`config.mk`:
```
export PLATFORM = sky130hd
export DESIGN_NAME = modbus_rtu_slave_query_engine
export DESIGN_NICKNAME = d
export VERILOG_FILES = /design/src/verilog/modbus_rtu_slave_query_engine.v /design/src/verilog/reply_buffer.v
export VERILOG_INCLUDE_DIRS = /design/src /design/src/verilog
export SDC_FILE = /design/constraint.sdc
export NUM_CORES = 1
export LEC_CHECK = 0
export BUFFER_PORTS_ARGS = -buffer_cell sky130_fd_sc_hd__clkbuf_2
export CAP_MARGIN = 20
export CORE_UTILIZATION = 62
export CTS_BUF_LIST = sky130_fd_sc_hd__clkbuf_4
export CTS_CLUSTER_DIAMETER = 80
export DETAILED_ROUTE_END_ITERATION = 8
export PLACE_DENSITY_LB_ADDON = 0.25
export SYNTH_ARGS = -nofsm -noshare
export SYNTH_HDL_FRONTEND = slang
export SYNTH_HIERARCHICAL = 1
export SYNTH_SLANG_ARGS = --single-unit
export TNS_END_PERCENT = 10
```
`constraint.sdc`:
```
create_clock -name mclk -period 5.62 [get_ports mclk]
set_clock_uncertainty 0.2 [all_clocks]
set_input_delay 1.124 -clock mclk [delete_from_list [all_inputs] [get_ports mclk]]
set_output_delay 1.124 -clock mclk [all_outputs]
set_load 0.02 [all_outputs]
```
`src/verilog/modbus_map.vh`:
```
// Constants for the serial-link slave query engine
`ifndef MODBUS_MAP_VH
`define MODBUS_MAP_VH

`define CLK_MHZ 50
`define SILENCE_US 2005
`define SILENCE_CYCLES (`SILENCE_US * `CLK_MHZ)
`define SILENCE_W 17

`define MIN_FRAME 9'h004
`define MAX_FRAME 9'h0ff
`define HDR_BYTES 6
`define COIL_QUERY_LEN 9'h008
`define MAX_COILS 17'h007d0

`define CRC_INIT 16'hffff
`define CRC_POLY 16'ha001
`define CRC_RESIDUE 16'h0000

`define FN_READ_COILS 8'h01
`define FN_READ_INPUTS 8'h02
`define FN_READ_HOLDING 8'h03
`define FN_READ_INPUT_REGS 8'h04
`define FN_FORCE_COIL 8'h05
`define FN_PRESET_REG 8'h06
`define FN_DIAG 8'h08
`define FN_PRESET_MULTI 8'h10
`define FN_PARAM_INFO 8'h60
`define FN_PARAM_TEXT 8'h61
`define FN_ENUM_TEXT 8'h62
`define FN_ENCAP 8'h7d
`define FN_NOP 8'h7e

`define EXC_FLAG 8'h80
`define EXC_ILLEGAL_FUNC 8'h01
`define EXC_ILLEGAL_ADDR 8'h02
`define EXC_ILLEGAL_VALUE 8'h03
`define EXC_DEVICE_ERROR 8'h04
`define EXC_BUSY 8'h06

`endif

```
`src/verilog/modbus_rtu_slave_query_engine.v`:
```
// Serial-link slave query engine: frame check, decode, coil read, exception replies
`timescale 1ns/1ps
`default_nettype none
`include "modbus_map.vh"

module modbus_rtu_slave_query_engine #(
  parameter [`SILENCE_W-1:0] SILENCE_CYCLES = `SILENCE_CYCLES
) (
  input wire mclk,
  input wire rst,
  input wire [7:0] stationAddressSetting,
  input wire rxValid,
  input wire [7:0] rxData,
  output wire txValid,
  output wire [7:0] txData,
  input wire txReady,
  output wire txActive,
  output reg [15:0] coilAddr,
  input wire coilBit,
  input wire [15:0] installedCoils,
  input wire resourceBusy,
  input wire wrongState,
  input wire settingsLocked,
  output reg [15:0] invalidAddrCount,
  output reg [15:0] illegalRegCount,
  output reg [15:0] badFormatCount
);

  localparam [2:0] ST_RX = 3'h0;
  localparam [2:0] ST_EVAL = 3'h1;
  localparam [2:0] ST_HDR = 3'h2;
  localparam [2:0] ST_FETCH = 3'h3;
  localparam [2:0] ST_SAMPLE = 3'h4;
  localparam [2:0] ST_PUSH = 3'h5;
  localparam [2:0] ST_CRC_LO = 3'h6;
  localparam [2:0] ST_CRC_HI = 3'h7;

  function [15:0] crcByte;
    input [15:0] crcIn;
    input [7:0] dataIn;
    integer i;
    reg [15:0] x;
    begin
      x = crcIn ^ {8'h00, dataIn};
      for (i = 0; i < 8; i = i + 1) begin
        if (x[0]) begin
          x = (x >> 1) ^ `CRC_POLY;
        end else begin
          x = x >> 1;
        end
      end
      crcByte = x;
    end
  endfunction

  reg [2:0] state_reg;
  reg [7:0] hdr_reg [0:`HDR_BYTES-1];
  reg [8:0] rxCount_reg;
  reg [15:0] rxCrc_reg;
  reg [`SILENCE_W-1:0] silence_reg;
  reg isExc_reg;
  reg [7:0] excCode_reg;
  reg [7:0] byteCount_reg;
  reg [7:0] bytesLeft_reg;
  reg [1:0] hdrIdx_reg;
  reg [10:0] bitIdx_reg;
  reg [2:0] bitPos_reg;
  reg [7:0] shift_reg;
  reg [15:0] txCrc_reg;
  reg [7:0] pushData;
  reg pushValid;
  wire pushReady;
  wire pushFire;
  wire frameEnd;
  wire [7:0] funcCode;
  wire [15:0] startAddr;
  wire [15:0] bitCount;
  wire [16:0] endAddr;
  wire [10:0] bitCount11;
  reg supported;
  wire isWrite;
  wire crcGood;
  wire addrMatch;

  assign funcCode = hdr_reg[1];
  assign startAddr = {hdr_reg[2], hdr_reg[3]};
  assign bitCount = {hdr_reg[4], hdr_reg[5]};
  // Zero-based addressing: last coil is start + count - 1
  assign endAddr = {1'b0, startAddr} + {1'b0, bitCount};
  assign bitCount11 = bitCount[10:0];
  assign crcGood = (rxCrc_reg == `CRC_RESIDUE);
  assign addrMatch = (hdr_reg[0] == stationAddressSetting);
  assign isWrite = (funcCode == `FN_FORCE_COIL) || (funcCode == `FN_PRESET_REG) ||
                   (funcCode == `FN_PRESET_MULTI);
  assign frameEnd = (state_reg == ST_RX) && (rxCount_reg != 9'h000) &&
                    (silence_reg >= SILENCE_CYCLES - 1'b1);
  assign pushFire = pushValid && pushReady;
  // Line stays claimed until the last reply byte has left the buffer
  assign txActive = (state_reg != ST_RX) || txValid;

  // Stand-alone 7Eh falls to unsupported
  always @* begin
    case (funcCode)
      `FN_READ_COILS, `FN_READ_INPUTS, `FN_READ_HOLDING, `FN_READ_INPUT_REGS,
      `FN_FORCE_COIL, `FN_PRESET_REG, `FN_DIAG, `FN_PRESET_MULTI,
      `FN_PARAM_INFO, `FN_PARAM_TEXT, `FN_ENUM_TEXT, `FN_ENCAP: begin
        supported = 1'b1;
      end
      default: begin
        supported = 1'b0;
      end
    endcase
  end

  always @* begin
    pushValid = 1'b0;
    pushData = 8'h00;
    case (state_reg)
      ST_HDR: begin
        pushValid = 1'b1;
        if (hdrIdx_reg == 2'h0) begin
          pushData = stationAddressSetting;
        end else if (hdrIdx_reg == 2'h1) begin
          pushData = isExc_reg ? (funcCode | `EXC_FLAG) : funcCode;
        end else begin
          pushData = isExc_reg ? excCode_reg : byteCount_reg;
        end
      end
      ST_PUSH: begin
        pushValid = 1'b1;
        pushData = shift_reg;
      end
      ST_CRC_LO: begin
        pushValid = 1'b1;
        pushData = txCrc_reg[7:0];
      end
      ST_CRC_HI: begin
        pushValid = 1'b1;
        pushData = txCrc_reg[15:8];
      end
      default: begin
        pushValid = 1'b0;
        pushData = 8'h00;
      end
    endcase
  end

  always @(posedge mclk) begin
    if (rst) begin
      state_reg <= ST_RX;
      hdr_reg[0] <= 8'h00;
      hdr_reg[1] <= 8'h00;
      hdr_reg[2] <= 8'h00;
      hdr_reg[3] <= 8'h00;
      hdr_reg[4] <= 8'h00;
      hdr_reg[5] <= 8'h00;
      rxCount_reg <= 9'h000;
      rxCrc_reg <= `CRC_INIT;
      silence_reg <= {`SILENCE_W{1'b0}};
      isExc_reg <= 1'b0;
      excCode_reg <= 8'h00;
      byteCount_reg <= 8'h00;
      bytesLeft_reg <= 8'h00;
      hdrIdx_reg <= 2'h0;
      bitIdx_reg <= 11'h000;
      bitPos_reg <= 3'h0;
      shift_reg <= 8'h00;
      txCrc_reg <= `CRC_INIT;
      coilAddr <= 16'h0000;
      invalidAddrCount <= 16'h0000;
      illegalRegCount <= 16'h0000;
      badFormatCount <= 16'h0000;
    end else begin
      // Check bytes must not feed the running value, or the high byte goes out wrong
      if (pushFire && state_reg != ST_CRC_LO && state_reg != ST_CRC_HI) begin
        txCrc_reg <= crcByte(txCrc_reg, pushData);
      end
      case (state_reg)
        ST_RX: begin
          if (rxValid) begin
            silence_reg <= {`SILENCE_W{1'b0}};
            if (rxCount_reg < `HDR_BYTES) begin
              hdr_reg[rxCount_reg[2:0]] <= rxData;
            end
            // Saturate so an overlong frame still reads as malformed
            if (rxCount_reg <= `MAX_FRAME) begin
              rxCount_reg <= rxCount_reg + 9'h001;
            end
            rxCrc_reg <= crcByte(rxCrc_reg, rxData);
          end else if (frameEnd) begin
            state_reg <= ST_EVAL;
          end else if (rxCount_reg != 9'h000) begin
            silence_reg <= silence_reg + 1'b1;
          end
        end
        ST_EVAL: begin
          rxCount_reg <= 9'h000;
          rxCrc_reg <= `CRC_INIT;
          silence_reg <= {`SILENCE_W{1'b0}};
          txCrc_reg <= `CRC_INIT;
          hdrIdx_reg <= 2'h0;
          bitIdx_reg <= 11'h000;
          bitPos_reg <= 3'h0;
          shift_reg <= 8'h00;
          isExc_reg <= 1'b1;
          byteCount_reg <= 8'h00;
          state_reg <= ST_HDR;
          if (rxCount_reg < `MIN_FRAME || !crcGood || !addrMatch) begin
            state_reg <= ST_RX;
          end else if (!supported) begin
            excCode_reg <= `EXC_ILLEGAL_FUNC;
          end else if (resourceBusy) begin
            excCode_reg <= `EXC_BUSY;
          end else if (wrongState) begin
            excCode_reg <= `EXC_DEVICE_ERROR;
          end else if (isWrite && settingsLocked) begin
            excCode_reg <= `EXC_ILLEGAL_ADDR;
          end else if (funcCode == `FN_READ_COILS) begin
            if (rxCount_reg != `COIL_QUERY_LEN) begin
              excCode_reg <= `EXC_ILLEGAL_VALUE;
              badFormatCount <= badFormatCount + 16'h0001;
            end else if (bitCount == 16'h0000 || {1'b0, bitCount} > `MAX_COILS) begin
              excCode_reg <= `EXC_ILLEGAL_VALUE;
              illegalRegCount <= illegalRegCount + 16'h0001;
            end else if (endAddr > {1'b0, installedCoils}) begin
              excCode_reg <= `EXC_ILLEGAL_ADDR;
              invalidAddrCount <= invalidAddrCount + 16'h0001;
            end else begin
              isExc_reg <= 1'b0;
              excCode_reg <= 8'h00;
              byteCount_reg <= bitCount11[10:3] + {7'h00, (bitCount11[2:0] != 3'h0)};
              bytesLeft_reg <= bitCount11[10:3] + {7'h00, (bitCount11[2:0] != 3'h0)};
            end
          end else begin
            // Data paths of the other functions live outside this engine
            excCode_reg <= `EXC_DEVICE_ERROR;
          end
        end
        ST_HDR: begin
          if (pushFire) begin
            hdrIdx_reg <= hdrIdx_reg + 2'h1;
            if (hdrIdx_reg == 2'h2) begin
              state_reg <= isExc_reg ? ST_CRC_LO : ST_FETCH;
            end
          end
        end
        ST_FETCH: begin
          coilAddr <= startAddr + {5'h00, bitIdx_reg};
          state_reg <= ST_SAMPLE;
        end
        ST_SAMPLE: begin
          // Bits past the request are forced low rather than read
          if (bitIdx_reg < bitCount11) begin
            shift_reg[bitPos_reg] <= coilBit;
          end else begin
            shift_reg[bitPos_reg] <= 1'b0;
          end
          bitIdx_reg <= bitIdx_reg + 11'h001;
          bitPos_reg <= bitPos_reg + 3'h1;
          state_reg <= (bitPos_reg == 3'h7) ? ST_PUSH : ST_FETCH;
        end
        ST_PUSH: begin
          if (pushFire) begin
            shift_reg <= 8'h00;
            bytesLeft_reg <= bytesLeft_reg - 8'h01;
            state_reg <= (bytesLeft_reg == 8'h01) ? ST_CRC_LO : ST_FETCH;
          end
        end
        ST_CRC_LO: begin
          if (pushFire) begin
            state_reg <= ST_CRC_HI;
          end
        end
        ST_CRC_HI: begin
          if (pushFire) begin
            state_reg <= ST_RX;
          end
        end
        default: begin
          state_reg <= ST_RX;
        end
      endcase
    end
  end

  reply_buffer replyBuf (
    .mclk(mclk),
    .rst(rst),
    .inValid(pushValid),
    .inReady(pushReady),
    .inData(pushData),
    .outValid(txValid),
    .outReady(txReady),
    .outData(txData)
  );

endmodule

`default_nettype wire

```
`src/verilog/reply_buffer.v`:
```
// Two-entry byte buffer between reply builder and line transmitter
`timescale 1ns/1ps
`default_nettype none

module reply_buffer (
  input wire mclk,
  input wire rst,
  input wire inValid,
  output wire inReady,
  input wire [7:0] inData,
  output wire outValid,
  input wire outReady,
  output wire [7:0] outData
);

  reg [7:0] mem_reg [0:1];
  reg wrPtr_reg;
  reg rdPtr_reg;
  reg [1:0] fill_reg;
  wire doPush;
  wire doPop;

  assign inReady = (fill_reg != 2'h2);
  assign outValid = (fill_reg != 2'h0);
  assign outData = mem_reg[rdPtr_reg];
  assign doPush = inValid && inReady;
  assign doPop = outValid && outReady;

  always @(posedge mclk) begin
    if (rst) begin
      mem_reg[0] <= 8'h00;
      mem_reg[1] <= 8'h00;
      wrPtr_reg <= 1'b0;
      rdPtr_reg <= 1'b0;
      fill_reg <= 2'h0;
    end else begin
      if (doPush) begin
        mem_reg[wrPtr_reg] <= inData;
        wrPtr_reg <= ~wrPtr_reg;
      end
      if (doPop) begin
        rdPtr_reg <= ~rdPtr_reg;
      end
      if (doPush && !doPop) begin
        fill_reg <= fill_reg + 2'h1;
      end else if (doPop && !doPush) begin
        fill_reg <= fill_reg - 2'h1;
      end
    end
  end

endmodule

`default_nettype wire
```
==> metrics.txt <==
largest net degree at the start of global routing 73; Post-synth EDFFs 64; Sink Count 238; Die ar. approximately 22,000 sq um; post_cts resized 0; chip width 150 microns; Fmax between 150 and 200 MHz; First-pass DRT Iterations 5; top cells by count, synth 200 x nor2_1, 174 x dfxtp_1, 146 x nand2_1, 90 x a21oi_1, 78 x o21ai_0; GR Overflow Total 0; worst slew pin tran about 830 ps; Final Non-Filler Cells approximately 2,000; Area Overhead vs Synth 11.5%; global placer's final weighted congestion between 0.9 and 1; Synth cell types 84; Avg Cell Area, Syn slightly below 9 sq um; VDD IR-drop max 242 uV; GR Util All Layers 0.307; clk_lat worst skew 670 ps; Post-synth ARST share 0; ANT nets after route 0; CP Max Fanout 8; I/O pin count 114; Data arrival, critical path 5630 ps; P_leak between 6 and 7 nW; Num CTS Buffers 66; # hold bufs at CTS 0; PortBufs roughly 110; Most used DFF post-synth dfxtp_1; vias in the first global route 11,097; drt initial violations between 900 and 1,000; Ys Warns 6; Seq/Total Area, Yosys 0.401; top cell type's share of synthesized area 0.258; CP max-delay cell or3_1; unrepaired setup endpoints after global routing no; Crit Path Class reg -> reg; status complete, no violations; slowest stage delay, CP about 460 ps; CP Depth 21; Critical Path Source Type flip-flop; Comb power frac 0.098; Synth area leaders dfxtp_1 26%, edfxtp_1 14%, ha_1 6.7%; CP startpoint hdr_reg[5][0]$_DFFE_PP_; pwr dens roughly 250 nW/um^2; Total Wirelength about 34,000 microns; Synth Cell Area 13,500 sq um; drt drc 0; Std-Cell Rows 53; CORE AREA between 20,000 and 25,000 sq um; most numerous cell in the Yosys netlist nor2_1; Hold Path Class reg -> reg; Largest register FFs 48; initial antenna violation count 1; Initial Util 0.638; nets@finish around 1,800; reg2reg start hdr_reg[5][0]$_DFFE_PP_; CTS tree built; cells after synthesis roughly 1,500; flops & latches, synth 238; via count 11,891; Final min period 5260 ps; WL/cell about 17 microns; Net Sw Frac 0.265; final hold vios 0; fin crit share 0.936; path depth of the worst reg2reg path 21; Clock power frac 0.413; Rel. slew slack 0.446; clk slew on worst S/H paths approximately 70 ps; design area around 15,000 sq um; Core Util, Final 0.711; WP buf/inv 1; CTS Buffer Depth 3; placed cells about 1,900; CP Capture Type flip-flop; max_cap viols 0; placed inst area 14,200 sq um; total negative slack 0 ps; syn_nets between 1,500 and 2,000; Req. time, crit path 5980 ps; vias per std cell 5.94; Die H 150 microns; area leader, netlist dfxtp_1; crit path cell chain ha_1 > inv_1 > fa_1 > nor2b_1 > o21ai_0 > a21oi_1 > o211ai_1 > a21oi_1 > nor2_1 > a21oi_1 > xor2_1 > ha_1 > nand4_1 > or2_2 > nor3_1 > nor2b_1 > nor3_1 > nand3_1 > or2_2 > or3_1 > o21ai_0; HPWL Detailed between 20,000 and 25,000 microns; total setup buffers inserted after CTS 0; internal power ~2.8 mW; Worst R2R End byteCount_reg[1]$_SDFFE_PP0P_; fraction of layout cells with a size suffix above 1 0.162; Pins Over Slew Limit 0; Switch Pwr between 0.9 and 1 mW; crit-path most repeated cell a21oi_1; # setup viols final 0; CP top delay family simple AND/OR/NAND/NOR gates; CTS root buf clkbuf_4; first-pass GRT wire length 54,200 microns; reg-to-reg setup timing slack about 360 ps; CP endpoint byteCount_reg[1]$_SDFFE_PP0P_; sequential power share 0.488; H-tree depth 3
==> worst min path at each step <==
stage,start,to,slack (ps),cells after the start
floorplan,byteCount_reg[7]$_SDFFE_PP0P_,byteCount_reg[7]$_SDFFE_PP0P_,220,2
global placement,byteCount_reg[7]$_SDFFE_PP0P_,byteCount_reg[7]$_SDFFE_PP0P_,230,2
detailed placement,byteCount_reg[4]$_SDFFE_PP0P_,byteCount_reg[4]$_SDFFE_PP0P_,240,2
CTS,coilAddr[8]$_SDFFE_PP0P_,coilAddr[8]$_SDFFE_PP0P_,260,2
global route,byteCount_reg[4]$_SDFFE_PP0P_,byteCount_reg[4]$_SDFFE_PP0P_,280,2
finish,coilAddr[8]$_SDFFE_PP0P_,coilAddr[8]$_SDFFE_PP0P_,260,2
==> cell type report <==
type | count | area (sq um)
Multi-Input combinational cell | 1174 | 7540
Antenna cell | 2 | 5.00
Clock buffer | 93 | 698
Clock inverter | 26 | 124
Sequential cell | 238 | 5410
Timing Repair Buffer | 127 | 673
Inverter | 66 | 248
Tap cell | 275 | 344
Fill cell | 1647 | 6110
==> routing by layer <==
metal	wire, microns	share of wire	vias to the layer above	GRT usage
met5	0	0	-	0
met3	2520	0.074	83	0.0530
met1	14500	0.43	5593	0.397
li1	-	-	5783	-
met2	15800	0.47	432	0.502
met4	1010	0.030	0	0.133
==> power groups by stage <==
stage / combinational, mW / sequential [mW] / clock [mW]
after global routing: 0.408 / 1.84 / 1.67
after detailed placement: 0.364 / 1.88 / 0
after floorplan: 0.273 / 1.86 / 0
after CTS: 0.367 / 1.84 / 1.58
after global placement: 0.352 / 1.87 / 0
final: 0.371 / 1.84 / 1.56
==> layout by cell type, fill, tap and decap left out, types with 64 or more instances in the layout <==
master,netlist,routed
ha_1,72,72
o21ai_0,78,77
edfxtp_1,64,64
dfxtp_1,174,174
clkbuf_2,0,112
nand2_1,146,146
inv_1,65,65
nor2_1,200,200
clkbuf_4,0,93
a21oi_1,90,90
==> per-stage QoR <==
| step | total power, mW | hold slack (ps) | setup WS (ps) |
|---|---|---|---|
| 3_3_place_gp | 2.23 | 233 | 672 |
| 4_1_cts | 3.79 | 256 | 433 |
| 2_1_floorplan | 2.13 | 216 | 1160 |
| 5_1_grt | 3.92 | 278 | 21.4 |
| 3_5_place_dp | 2.24 | 244 | 467 |
| 6_report | 3.77 | 256 | 357 |
==> worst register-to-register path, delay by kind of cell (launching register included) <==
| family | cells | cell delay [ps] |
|---|---|---|
| adders and majority gates | 3 | 890 |
| and+or+nand+nor | 10 | 2390 |
| AOI/OAI and AO/OA | 6 | 1140 |
| xor gates and xnor gates | 1 | 100 |
| buffers and inverters | 1 | 60 |
| DFF | 1 | 380 |
==> cells by family (layout without fill, tap and decap cells) <==
group	after synthesis	count (layout)	share of synthesized area
AOI/OAI and AO/OA	310	310	0.151
muxes	31	31	0.0241
DFF	238	238	0.401
other	0	2	0
buffers and inverters	133	312	0.0402
adders and majority gates	74	74	0.0698
and+or+nand+nor	636	636	0.231
xor gates and xnor gates	123	123	0.0826
Power figures use the tool's default switching activity.
